<file path="src/inc/pdsp_pkg.sv">
// constants and carrier types for the protocol debug strobe port
// assumes event inputs are one-cycle pulses from the protocol engine, synchronous to i_mclk
package pdsp_pkg;
    localparam int unsigned SEL_W = 4;
    localparam int unsigned N_FUNC = 14;
    localparam int unsigned STRETCH_CYCLES = 3;
    localparam int unsigned STATIC_CYCLES = 1;
    localparam int unsigned CNT_W = 2;
    localparam int unsigned VALID_DELAY_BITS = 11;
    localparam int unsigned BITCNT_W = 4;
    localparam logic [CNT_W-1:0] CNT_RESET = 2'h0;
    localparam logic [BITCNT_W-1:0] BITCNT_RESET = 4'h0;

    typedef enum logic [SEL_W-1:0] {
        F_STATE_CHANGE = 4'h0,
        F_STATIC_SLOT = 4'h1,
        F_MINISLOT = 4'h2,
        F_RX_A = 4'h3,
        F_DYN_SLOT_A = 4'h4,
        F_FRAME_START_A = 4'h5,
        F_VALID_FRAME_A = 4'h6,
        F_CYCLE_START = 4'h7,
        F_MACROTICK = 4'h8,
        F_OFFSET_CORR = 4'h9,
        F_RX_B = 4'ha,
        F_DYN_SLOT_B = 4'hb,
        F_FRAME_START_B = 4'hc,
        F_VALID_FRAME_B = 4'hd
    } pdsp_func_e;

    // per-channel event pulses from the protocol engine
    typedef struct packed {
        logic rx_filt;
        logic dyn_slot;
        logic frame_start;
        logic frame_end;
        logic frame_valid;
    } pdsp_chan_s;

    // channel independent events
    typedef struct packed {
        logic state_change;
        logic static_slot;
        logic minislot;
        logic cycle_start;
        logic nit_start;
        logic macrotick;
        logic offset_corr;
        logic bit_tick;
    } pdsp_evt_s;
endpackage : pdsp_pkg

</file>
<file path="src/logic/pdsp_top.sv">
// protocol debug strobe port: maps protocol engine events onto two debug pins
// assumes events are single-cycle pulses in the i_mclk domain; bit_tick marks each bus bit
`timescale 1ns/1ns
module pdsp_top (
    input wire logic i_mclk,
    input wire logic i_rstn,
    input wire logic i_ce,
    input wire pdsp_pkg::pdsp_evt_s i_evt,
    input wire pdsp_pkg::pdsp_chan_s i_chan_a,
    input wire pdsp_pkg::pdsp_chan_s i_chan_b,
    input wire logic [pdsp_pkg::SEL_W-1:0] i_sel_1,
    input wire logic [pdsp_pkg::SEL_W-1:0] i_sel_2,
    output logic o_debug_out_1,
    output logic o_debug_out_2
);
    // stretch counters for the three-clock functions except macrotick, one per source
    logic [pdsp_pkg::CNT_W-1:0] st_cnt_q [8];
    logic [pdsp_pkg::CNT_W-1:0] st_cnt_d [8];
    logic [7:0] st_trig;
    logic static_q, static_d;
    logic cycle_q, cycle_d;
    logic offs_q, offs_d;
    // valid frame delay: armed at frame end, counts bus bits
    logic [1:0] vf_arm_q, vf_arm_d;
    logic [pdsp_pkg::BITCNT_W-1:0] vf_cnt_q [2];
    logic [pdsp_pkg::BITCNT_W-1:0] vf_cnt_d [2];
    logic [1:0] vf_fire;
    logic [pdsp_pkg::N_FUNC-1:0] func;
    logic debug_out_1_q, debug_out_1_d, debug_out_2_q, debug_out_2_d;
    pdsp_pkg::pdsp_chan_s ch [2];

    assign ch[0] = i_chan_a;
    assign ch[1] = i_chan_b;

    always_comb begin
        vf_arm_d = vf_arm_q;
        vf_fire = 2'h0;
        for (int c = 0; c < 2; c++) begin
            vf_cnt_d[c] = vf_cnt_q[c];
            if (ch[c].frame_end && ch[c].frame_valid) begin
                vf_arm_d[c] = 1'b1;
                vf_cnt_d[c] = pdsp_pkg::BITCNT_RESET;
            end else if (vf_arm_q[c] && i_evt.bit_tick) begin
                if (vf_cnt_q[c] == pdsp_pkg::BITCNT_W'(pdsp_pkg::VALID_DELAY_BITS - 1)) begin
                    vf_fire[c] = 1'b1;
                    vf_arm_d[c] = 1'b0;
                    vf_cnt_d[c] = pdsp_pkg::BITCNT_RESET;
                end else begin
                    vf_cnt_d[c] = vf_cnt_q[c] + 1'b1;
                end
            end
        end
    end

    always_comb begin
        st_trig = {vf_fire[1], vf_fire[0], i_chan_b.frame_start, i_chan_a.frame_start,
                   i_chan_b.dyn_slot, i_chan_a.dyn_slot, i_evt.minislot, i_evt.state_change};
        for (int k = 0; k < 8; k++) begin
            if (st_trig[k]) begin
                st_cnt_d[k] = pdsp_pkg::CNT_W'(pdsp_pkg::STRETCH_CYCLES);
            end else if (st_cnt_q[k] != pdsp_pkg::CNT_RESET) begin
                st_cnt_d[k] = st_cnt_q[k] - 1'b1;
            end else begin
                st_cnt_d[k] = pdsp_pkg::CNT_RESET;
            end
        end
        static_d = i_evt.static_slot;
        offs_d = i_evt.offset_corr;
        if (i_evt.cycle_start) begin
            cycle_d = 1'b1;
        end else if (i_evt.nit_start) begin
            cycle_d = 1'b0;
        end else begin
            cycle_d = cycle_q;
        end
    end

    // macrotick stretch: the pulse is three clocks wide, shorter than a macrotick
    logic [pdsp_pkg::CNT_W-1:0] mt_cnt_q, mt_cnt_d;
    always_comb begin
        if (i_evt.macrotick) begin
            mt_cnt_d = pdsp_pkg::CNT_W'(pdsp_pkg::STRETCH_CYCLES);
        end else if (mt_cnt_q != pdsp_pkg::CNT_RESET) begin
            mt_cnt_d = mt_cnt_q - 1'b1;
        end else begin
            mt_cnt_d = pdsp_pkg::CNT_RESET;
        end
    end

    always_comb begin
        func = '0;
        func[pdsp_pkg::F_STATE_CHANGE] = st_cnt_q[0] != pdsp_pkg::CNT_RESET;
        func[pdsp_pkg::F_STATIC_SLOT] = static_q;
        func[pdsp_pkg::F_MINISLOT] = st_cnt_q[1] != pdsp_pkg::CNT_RESET;
        func[pdsp_pkg::F_RX_A] = i_chan_a.rx_filt;
        func[pdsp_pkg::F_DYN_SLOT_A] = st_cnt_q[2] != pdsp_pkg::CNT_RESET;
        func[pdsp_pkg::F_FRAME_START_A] = st_cnt_q[4] != pdsp_pkg::CNT_RESET;
        func[pdsp_pkg::F_VALID_FRAME_A] = st_cnt_q[6] != pdsp_pkg::CNT_RESET;
        func[pdsp_pkg::F_CYCLE_START] = cycle_q;
        func[pdsp_pkg::F_MACROTICK] = mt_cnt_q != pdsp_pkg::CNT_RESET;
        func[pdsp_pkg::F_OFFSET_CORR] = offs_q;
        func[pdsp_pkg::F_RX_B] = i_chan_b.rx_filt;
        func[pdsp_pkg::F_DYN_SLOT_B] = st_cnt_q[3] != pdsp_pkg::CNT_RESET;
        func[pdsp_pkg::F_FRAME_START_B] = st_cnt_q[5] != pdsp_pkg::CNT_RESET;
        func[pdsp_pkg::F_VALID_FRAME_B] = st_cnt_q[7] != pdsp_pkg::CNT_RESET;
        // unused select codes drive low
        debug_out_1_d = (i_sel_1 < pdsp_pkg::SEL_W'(pdsp_pkg::N_FUNC)) ? func[i_sel_1] : 1'b0;
        debug_out_2_d = (i_sel_2 < pdsp_pkg::SEL_W'(pdsp_pkg::N_FUNC)) ? func[i_sel_2] : 1'b0;
    end

    always_ff @(posedge i_mclk or negedge i_rstn) begin
        if (!i_rstn) begin
            for (int k = 0; k < 8; k++) begin
                st_cnt_q[k] <= pdsp_pkg::CNT_RESET;
            end
            for (int c = 0; c < 2; c++) begin
                vf_cnt_q[c] <= pdsp_pkg::BITCNT_RESET;
            end
            vf_arm_q <= 2'h0;
            mt_cnt_q <= pdsp_pkg::CNT_RESET;
            static_q <= 1'b0;
            cycle_q <= 1'b0;
            offs_q <= 1'b0;
            debug_out_1_q <= 1'b0;
            debug_out_2_q <= 1'b0;
        end else if (i_ce) begin
            for (int k = 0; k < 8; k++) begin
                st_cnt_q[k] <= st_cnt_d[k];
            end
            for (int c = 0; c < 2; c++) begin
                vf_cnt_q[c] <= vf_cnt_d[c];
            end
            vf_arm_q <= vf_arm_d;
            mt_cnt_q <= mt_cnt_d;
            static_q <= static_d;
            cycle_q <= cycle_d;
            offs_q <= offs_d;
            debug_out_1_q <= debug_out_1_d;
            debug_out_2_q <= debug_out_2_d;
        end
    end

    assign o_debug_out_1 = debug_out_1_q;
    assign o_debug_out_2 = debug_out_2_q;
endmodule : pdsp_top

</file>
<file path="config.mk">
export PLATFORM = sky130hd
export DESIGN_NAME = pdsp_top
export DESIGN_NICKNAME = d
export VERILOG_FILES = /design/src/inc/pdsp_pkg.sv /design/src/logic/pdsp_top.sv
export SDC_FILE = /design/constraint.sdc
export NUM_CORES = 1
export LEC_CHECK = 0
export BUFFER_PORTS_ARGS = -buffer_cell sky130_fd_sc_hd__buf_2
export CORE_ASPECT_RATIO = 0.75
export CORE_MARGIN = 2
export CORE_UTILIZATION = 40
export DETAILED_ROUTE_END_ITERATION = 7
export PLACE_DENSITY = 0.6
export SLEW_MARGIN = 20
export SYNTH_ARGS = -nofsm -noshare
export SYNTH_HDL_FRONTEND = slang
export SYNTH_SLANG_ARGS = --single-unit
</file>
<file path="constraint.sdc">
create_clock -name i_mclk -period 2.1 [get_ports i_mclk]
set_clock_uncertainty 0.05 [all_clocks]
set_input_delay 0.21 -clock i_mclk [delete_from_list [all_inputs] [get_ports i_mclk]]
set_output_delay 0.21 -clock i_mclk [all_outputs]
set_load 0.02 [all_outputs]
</file>
Word level (Yosys, flattened, before mapping) --
Index checks and enable logic that the tools add are counted.
Storage, ports and cells: register bits after elaboration 33, latch bits 0, bits in writable memories 0, ROM bits 0, input bits 29, output and inout bits 2, word-level logic and storage cells 102, memories kept 0
Cells by class: add/sub/neg operators 11, multiply operators 0, div/mod/pow operators 0, $lt $le $gt $ge 4, equality and inequality tests 2, shift operators 0, multiplexer cells 44, bitwise logic cells 0, reductions and logical operators 23
Operators by type and width (number):
- 2-bit 2-to-1 mux | 18
- 2-bit nonzero test | 14
- 4-bit 2-to-1 mux | 6
- 1-bit 2-to-1 mux | 18
- 2-bit by 1-bit subtractor with 2-bit output (second input constant) | 9
- 4-bit by 5-bit < comparator with 1-bit output (second input constant) | 2
- 4-bit by 1-bit adder with 4-bit output (second input constant) | 2
- 1-bit binary-select mux with 4-bit select | 2
- 4-bit == test (second input constant) | 2
- 4-bit < comparator (second input constant) | 2
- 2-bit AND reduction | 3
- 3-bit AND reduction | 2
- 1-bit logical AND | 4

Longest topological paths before layout --
Gate-level depths: netlist of run 1.
word-level depth 5, mapped depth 6, depth with buffers taken out 6

Worst setup path before layout of run 1 --
OpenSTA, ideal clock, no wires.
path kind register -> register, start register st_cnt_q[15] (netlist name), end register debug_out_2_q, in the netlist o_debug_out_2, library setup time 0.126 ns, data arrival time 1.357 ns, data required time 1.924 ns, setup slack 0.567 ns, cell stages (with the launch flop) 5, period minus slack after synthesis 1.533 ns, path through dfrtp_1 -> nor3_1 -> a21oi_1 -> mux4_2 -> a221o_1
Between the ends: word-level cells in the longest chain between the ends 4
Ends and longest elaborated chain:
- from (decl) | line pdsp_top.sv:17 | logic [pdsp_pkg::CNT_W-1:0] st_cnt_q [8];
- from (signal, indexed assignment) | line pdsp_top.sv:114 | st_cnt_q[k] <= pdsp_pkg::CNT_RESET;
- from (signal, indexed assignment) | line pdsp_top.sv:128 | st_cnt_q[k] <= st_cnt_d[k];
- 2-bit nonzero test | line pdsp_top.sv:92 | func[pdsp_pkg::F_STATE_CHANGE] = st_cnt_q[0] != pdsp_pkg::CNT_RESET;
- 1-bit binary-select mux with 4-bit select | line pdsp_top.sv:108 | debug_out_2_d = (i_sel_2 < pdsp_pkg::SEL_W'(pdsp_pkg::N_FUNC)) ? func[i_sel_2] : 1'b0;
- 1-bit 2-to-1 mux (not written as such) | line pdsp_top.sv:108
- 1-bit 2-to-1 mux | line pdsp_top.sv:108
- to (signal assigned) | line pdsp_top.sv:139 | debug_out_2_q <= debug_out_2_d;
- to (decl) | line pdsp_top.sv:29 | logic debug_out_1_q, debug_out_1_d, debug_out_2_q, debug_out_2_d;
No other way between the ends. The select of a mux whose other input is x is not followed. A chain may end at the register's enable or synchronous reset.

Final worst setup path of run 1 --
start register st_cnt_q[9] (netlist name), end register debug_out_1_q, in the netlist o_debug_out_1
Between the ends: word-level cells in the longest chain between the ends 4
Ends and longest elaborated chain:
- 2-bit nonzero test | line pdsp_top.sv:103 | func[pdsp_pkg::F_DYN_SLOT_B] = st_cnt_q[3] != pdsp_pkg::CNT_RESET;
- 1-bit binary-select mux with 4-bit select | line pdsp_top.sv:107 | debug_out_1_d = (i_sel_1 < pdsp_pkg::SEL_W'(pdsp_pkg::N_FUNC)) ? func[i_sel_1] : 1'b0;
- 1-bit 2-to-1 mux (not written as such) | line pdsp_top.sv:107
- 1-bit 2-to-1 mux | line pdsp_top.sv:107
- to (signal assigned) | line pdsp_top.sv:138 | debug_out_1_q <= debug_out_1_d;
- to (decl) | line pdsp_top.sv:29
No other way between the ends. The select of a mux whose other input is x is not followed.

==> metrics.txt, run 1 <==
TritonCTS clock tree=done; Psw=443.2 uW; GR Util met1=24.79%; maxcap violations=0; Vias/cell=5.122; Final Max Slew Viols=0; pwr dens=731.5 nW/um^2; Critical Path Max Stage Delay=0.48 ns; Vias=1424; setup TNS=0 ns; port bufs=30; CORE AREA=4154 um^2; Die ar.=4973 um^2; part of the Yosys area used for sequential elements=46.71%; Nets=257; critical path required time=2.21 ns; internal cell power=1047 uW; syn nets=225; Critical Path, Cell by Cell=nor2_1 > a21oi_1 > mux4_2 > a221o_1; Die Width=80.77 um; Ys Warns=0; post-synthesis instance area=1768 um^2; total number of H-tree levels=2; RSZ-0062 raised after global routing=false; Worst path top cell family by delay=multiplexers; switching fraction of total power=29.74%; critical path fanouts, max=3; initial antenna violation count=0; gr usage total=17.44%; Clock Path Buffers=2; syn avg cell area=9.208 um^2; Hold Violations, Final=0; Leakage Power=0.0009804 uW; Pwr Total=1490 uW; Reg power frac=53.0%; Syn Inst Count=192; Min-Delay Path Class=in2reg; main area contributors after synthesis=dfrtp_1 (47%), nand2_1 (5.9%), a21oi_1 (4.2%); Slew HR=49.91%; Site Rows=20; vias in the first global route=1344; clock tree root buffer cell=clkbuf_8; Synth top area share=46.71%; grt ovf=0; antenna-violating nets left=0; type of origin of the critical path=flop; n_diodes=0; Placer Congestion=0.7370; Least-Margin Pin Slew=0.7513 ns; M3 GR Usage=5.132%; clk_lat worst skew=0.28 ns; Worst-path clk slew=0.06 ns; pin count of the biggest net entering global routing=34; Clk pwr share=29.5%; drt wl/cell=13.69 um; detailed router's first-iteration violation count=81; Fmax achieved=0.6023 GHz; fillers=422; slowest CP cell=mux4_2; first-pass GRT wire length=6361 um; CP arrival=1.78 ns; crit path time final=1.660 ns; post-cts sizing count=0; Ports=31; Distinct cells, synth=33; WL final=3807 um; Max IR drop VDD=0.3582 mV; run status=completed; Worst Setup Path Type=reg2reg; area leader, netlist=dfrtp_1; worst slack, placed=0.4567 ns; DRC Markers=0; layer with the highest usage=met2; Seq cells post-synth=33; DR pass1 iterations=5; CP bufs+invs=0; Die Y=61.58 um; CTS Sinks=33; clock buffer count from CTS=5; Crit. End Element=flop; area growth from synthesis to layout=15.22%; setup ws final=0.4397 ns; final worst path period share=79.06%; Setup Viol. Count Final=0; share of layout cells above drive strength 1=20.63%; GR Util met2=25.36%; combinational share of power=17.5%; initial cell density of the core=42.56%; hpwl dp=2775 um
[cells by family (layout without fill, tap and decap cells)]
logic type | after synthesis | in the layout | synth area share [%]
and+or+nand+nor | 69 | 69 | 19.04
AOI/OAI and AO/OA | 57 | 57 | 20.67
DFF | 33 | 33 | 46.71
buffers and inverters | 24 | 55 | 5.945
adders and majority gates | 4 | 4 | 2.831
muxes | 3 | 3 | 3.821
xor gates and xnor gates | 2 | 2 | 0.9910
[metal layers]
metal | vias up | routed length [um]
met5 | - | 0
met4 | 0 | 31
met3 | 5 | 259
met2 | 37 | 1536
met1 | 643 | 1978
li1 | 739 | -
[final cells by class]
class	count	area, um^2	share of cell area, %
Clock buffer	5	68.82	3.378
Timing Repair Buffer	32	167.7	8.231
Clock inverter	1	5.005	0.2457
Inverter	17	63.81	3.133
Tap cell	55	68.82	3.378
Sequential cell	33	825.8	40.54
Multi-Input combinational cell	135	837.1	41.09
[power groups by stage]
stage | combinational, uW | clock [uW] | sequential [uW]
floorplan | 168 | 0 | 791
global placement | 259 | 0 | 797
detailed placement | 261 | 0 | 800
CTS | 265 | 452 | 788
global route | 308 | 488 | 803
finish | 261 | 439 | 790
[registers in the layout, indices dropped and copies added, names as in the netlist]
name	cells
st_cnt_q	16
vf_cnt_q	8
o_debug_out_2	1
vf_arm_q	2
static_q	1
mt_cnt_q	2
offs_q	1
cycle_q	1
o_debug_out_1	1
[placed cells by master, fill, tap and decap left out]
cell	synthesis	routed
nor2_1	14	14
nand3b_1	2	2
nand2_1	28	28
xor2_1	2	2
mux4_2	3	3
a21o_1	6	6
nand4_1	2	2
nor2_2	1	1
o31a_1	1	1
nor3_1	6	6
clkbuf_8	0	5
inv_1	16	16
dlygate4sd3_1	0	1
o311a_1	1	1
a21oi_1	15	15
nor2b_1	2	2
a2111oi_0	2	2
buf_2	0	30
buf_4	0	1
ha_1	4	4
nand2b_1	2	2
nor4b_1	1	1
o21bai_1	2	2
a211o_1	2	2
and2_1	1	1
nor3_2	4	4
inv_2	1	1
o21ai_0	15	15
nand3_1	4	4
a221o_1	2	2
nor3b_1	2	2
a22o_1	1	1
dfrtp_1	33	33
clkinv_2	0	1
a211oi_1	8	8
a31oi_1	2	2
[what timing repair did]
item | 4_1_cts | 5_1_grt
endpoints found under the hold margin | 33 | 0
setup buffers | 0 | 0
hold buffers | 1 | 0
[synth_stat cells, drive strengths merged]
master,n
nand2,28
mux4,3
nand4,2
nor2,15
nand3,4
a211oi,8
nand3b,2
a21oi,15
clkbuf,5
a21o,6
nor3,10
nor4b,1
and2,1
buf,2
a211o,2
nor3b,2
xor2,2
nor2b,2
o31a,1
inv,17
a22o,1
o21bai,2
a2111oi,2
ha,4
o21ai,15
dfrtp,33
nand2b,2
a31oi,2
a221o,2
o311a,1
[worst min-delay path, stage by stage]
cell and delay (ns):
buf_2 0.07, nand2_1 0.04, o21ai_0 0.06
[stage by stage]
stage	std cells	instance area, um^2	utilization, %	hold WS [ns]
3_3_place_gp	271	1953	47.02	0.2757
5_1_grt	278	2037	49.04	0.08334
4_1_cts	278	2037	49.04	0.08600
6_report	278	2037	49.04	0.08871
3_5_place_dp	271	1953	47.02	0.2696
2_1_floorplan	192	1768	-	-0.1356
[worst paths after layout]
check | start | to | depth (start not counted) | slack, ns
worst max-delay path | st_cnt_q[9]$_DFFE_PN0P_ | o_debug_out_1$_DFFE_PN0P_ | 4 | 0.44
worst min-delay path | i_evt[6] | static_q$_DFFE_PN0P_ | 3 | 0.09
worst max register to register | st_cnt_q[9]$_DFFE_PN0P_ | o_debug_out_1$_DFFE_PN0P_ | 4 | 0.44
worst min register to register | o_debug_out_1$_DFFE_PN0P_ | o_debug_out_1$_DFFE_PN0P_ | 1 | 0.47
max in group asynchronous | i_rstn | st_cnt_q[5]$_DFFE_PN0P_ | 2 | 1.04
min in group asynchronous | i_rstn | vf_arm_q[1]$_DFFE_PN0P_ | 2 | 0.49
(Power assumes the default switching activity.)
==> inputs of run 2 (changes only) <==
PLACE_DENSITY = 0.63   (was 0.6)
clock period = 1.5 ns   (was 2.1 ns; I/O delays follow)
==> run 2 against run 1 <==
The flow now finishes with violations (setup timing). Sequential power up 39%. Flip-flop and latch count unchanged. Worst hold slack got worse by 0.054 ns. First-iteration DRC count is the same. Combinational power increased by 91%. Final area up 11%. Critical endpoint unchanged. Total power is 52% higher. Fmax up 5.6%. Worst setup slack worse by 0.51 ns. Non-clock buffer count grew 25. Critical path depth is the same.
==> metrics.txt, run 2 (synthesis gave the netlist of run 1 again) <==
Psw=649.9 uW (+47%); Leakage Power=0.001110 uW (+13%); run status=finished with violations; TritonCTS clock tree=done; Clk pwr share=29.7% (+0.2 points); detailed router's first-iteration violation count=81 (unchanged); area growth from synthesis to layout=28.38%; Placer Congestion=0.7776 (+5.5%); clk_lat worst skew=0.28 ns (about the same); fillers=409 (-3.1%); DRC Markers=0 (unchanged); Crit. End Element=flop; combinational share of power=22.0% (+4.5 points); crit path time final=1.572 ns (-0.08847 ns); critical path required time=1.61 ns (-0.60 ns); Min-Delay Path Class=in2reg; pwr dens=998.6 nW/um^2 (+37%); maxcap violations=0 (unchanged); WL final=4059 um (+6.6%); setup ws final=-0.07178 ns (-0.5115 ns); Critical Path Max Stage Delay=0.47 ns (about the same); Setup Viol. Count Final=2 (+2); DR pass1 iterations=6 (+1); n_diodes=0 (unchanged); internal cell power=1617 uW (+54%); slowest CP cell=mux4_2; pin count of the biggest net entering global routing=34 (unchanged); R2R depth=4 (unchanged); commonest non-fill, non-tap cell in the layout=dfrtp_1; clock tree root buffer cell=clkbuf_8; Util after Layout=54.64% (+5.6 points); Critical Path Source=mt_cnt_q[0]$_DFFE_PN0P_; CP arrival=1.68 ns (-0.10 ns); grt ovf=0 (unchanged); antenna-violating nets left=0 (unchanged); Fmax achieved=0.6362 GHz (+5.6%); Die Width=80.77 um (unchanged); most frequent cells in the layout=dfrtp_1 (33), buf_2 (30), nand2_1 (28); CTS Sinks=33 (unchanged); clock buffer count from CTS=5 (unchanged); type of origin of the critical path=flop; hold slack=0.03505 ns (-0.05366 ns); Hold Violations, Final=0 (unchanged); Ports=31 (unchanged); Least-Margin Pin Slew=0.4240 ns (-0.3273 ns); initial antenna violation count=0 (unchanged); Critical Path, Cell by Cell=nor3_2 > a21oi_1 > mux4_2 > a221o_1; Slew HR=71.00% (+21 points); Site Rows=20 (unchanged); Worst Setup Path Type=reg2reg; gr usage total=18.24% (+0.81 points); launch point of the worst reg-to-reg path=mt_cnt_q[0]$_DFFE_PN0P_; placed cell count=294 (+8.5%); first-pass GRT wire length=6651 um (+4.6%); CORE AREA=4154 um^2 (unchanged); hold path cells=3 (unchanged); violated checks=setup timing; Pwr Total=2267 uW (+52%); Vias=1529 (+7.4%); hpwl dp=2927 um (+5.5%); Clock Path Buffers=2 (unchanged); Reg power frac=48.4% (-4.6 points); Layout Cells excl Fill=304 (+9.4%); Worst-path clk slew=0.07 ns (about the same); Die Y=61.58 um (unchanged); share of layout cells above drive strength 1=30.52% (+9.9 points); Vias/cell=5.030 (-1.8%); critical path fanouts, max=3 (unchanged); Max IR drop VDD=0.5333 mV (+49%); Final Max Slew Viols=0 (unchanged); RSZ-0062 raised after global routing=true; port bufs=30 (unchanged); max FFs per register=16 (unchanged); Top Registers=st_cnt_q: 16 flops, vf_cnt_q: 8 flops; Die ar.=4973 um^2 (unchanged); worst slack, placed=-0.09443 ns (-0.5512 ns); vias in the first global route=1423 (+5.9%); Nets=282 (+9.7%); final worst path period share=104.8% (+26 points); initial cell density of the core=42.56% (unchanged); Worst Hold Launch=i_chan_b[2]; switching fraction of total power=28.67% (-1.1 points); drt wl/cell=13.35 um (-2.5%); Most flops, register=st_cnt_q; total number of H-tree levels=2 (unchanged)
[run 2: cell count changes in the layout (fill, tap and decap cells not counted), sizes merged]
cell    change
clkbuf      +2
buf        +25
clkinv      -1
[run 2: power groups by stage]
stage	registers, uW	logic, uW	clock network, uW
floorplan	1110	234	0
global placement	1100	477	0
detailed placement	1100	485	0
CTS	1090	490	686
global route	1110	564	755
finish	1100	498	672
[run 2: final timing paths]
kind,to,slack [ns]
setup reg to reg,o_debug_out_1$_DFFE_PN0P_,-0.07
hold reg to reg,vf_cnt_q[3]$_DFFE_PN0P_,0.49
min in group asynchronous,st_cnt_q[10]$_DFFE_PN0P_,0.30
hold / removal,st_cnt_q[5]$_DFFE_PN0P_,0.04
max in group asynchronous,offs_q$_DFFE_PN0P_,0.92
setup / recovery,o_debug_out_1$_DFFE_PN0P_,-0.07
[run 2: timing repair]
action,in CTS,in global routing
hold endpoints to repair,33,0
pin swaps,2,4
hold buffers,1,0
endpoints found under the setup margin,2,3
setup buffers,0,2
gates resized for setup,2,3
[run 2: per-layer routing]
metal  vias up  wire length [um]  track usage, %
li1        789                 -               -
met1       711              2091           25.09
met5         -                 0               0
met2        27              1777           27.98
met4         0                14           6.780
met3         2               174           4.985
[run 2: final cells by class]
cell class / count / area (um^2) / share of cell area (%)
Clock buffer: 7 / 86.33 / 3.804
Inverter: 17 / 63.81 / 2.811
Multi-Input combinational cell: 135 / 857.1 / 37.76
Sequential cell: 33 / 825.8 / 36.38
Tap cell: 55 / 68.82 / 3.032
Timing Repair Buffer: 57 / 367.9 / 16.21
[run 2: critical path, delay by kind of cell, from the launching register on]
| family | cells | cell delay (ns) |
|---|---|---|
| DFF | 1 | 0.41 |
| AOI/OAI and AO/OA | 2 | 0.36 |
| muxes | 1 | 0.47 |
| and+or+nand+nor | 1 | 0.17 |
[run 2: through the flow]
| step | instance area (um^2) | TNS, ns |
|---|---|---|
| final | 2270 | -0.1307 |
| after global routing | 2270 | -0.2424 |
| after CTS | 2245 | -0.1461 |
| after detailed placement | 2138 | -0.1536 |
| after global placement | 2138 | -0.1166 |
| after floorplan | 1768 | 0 |
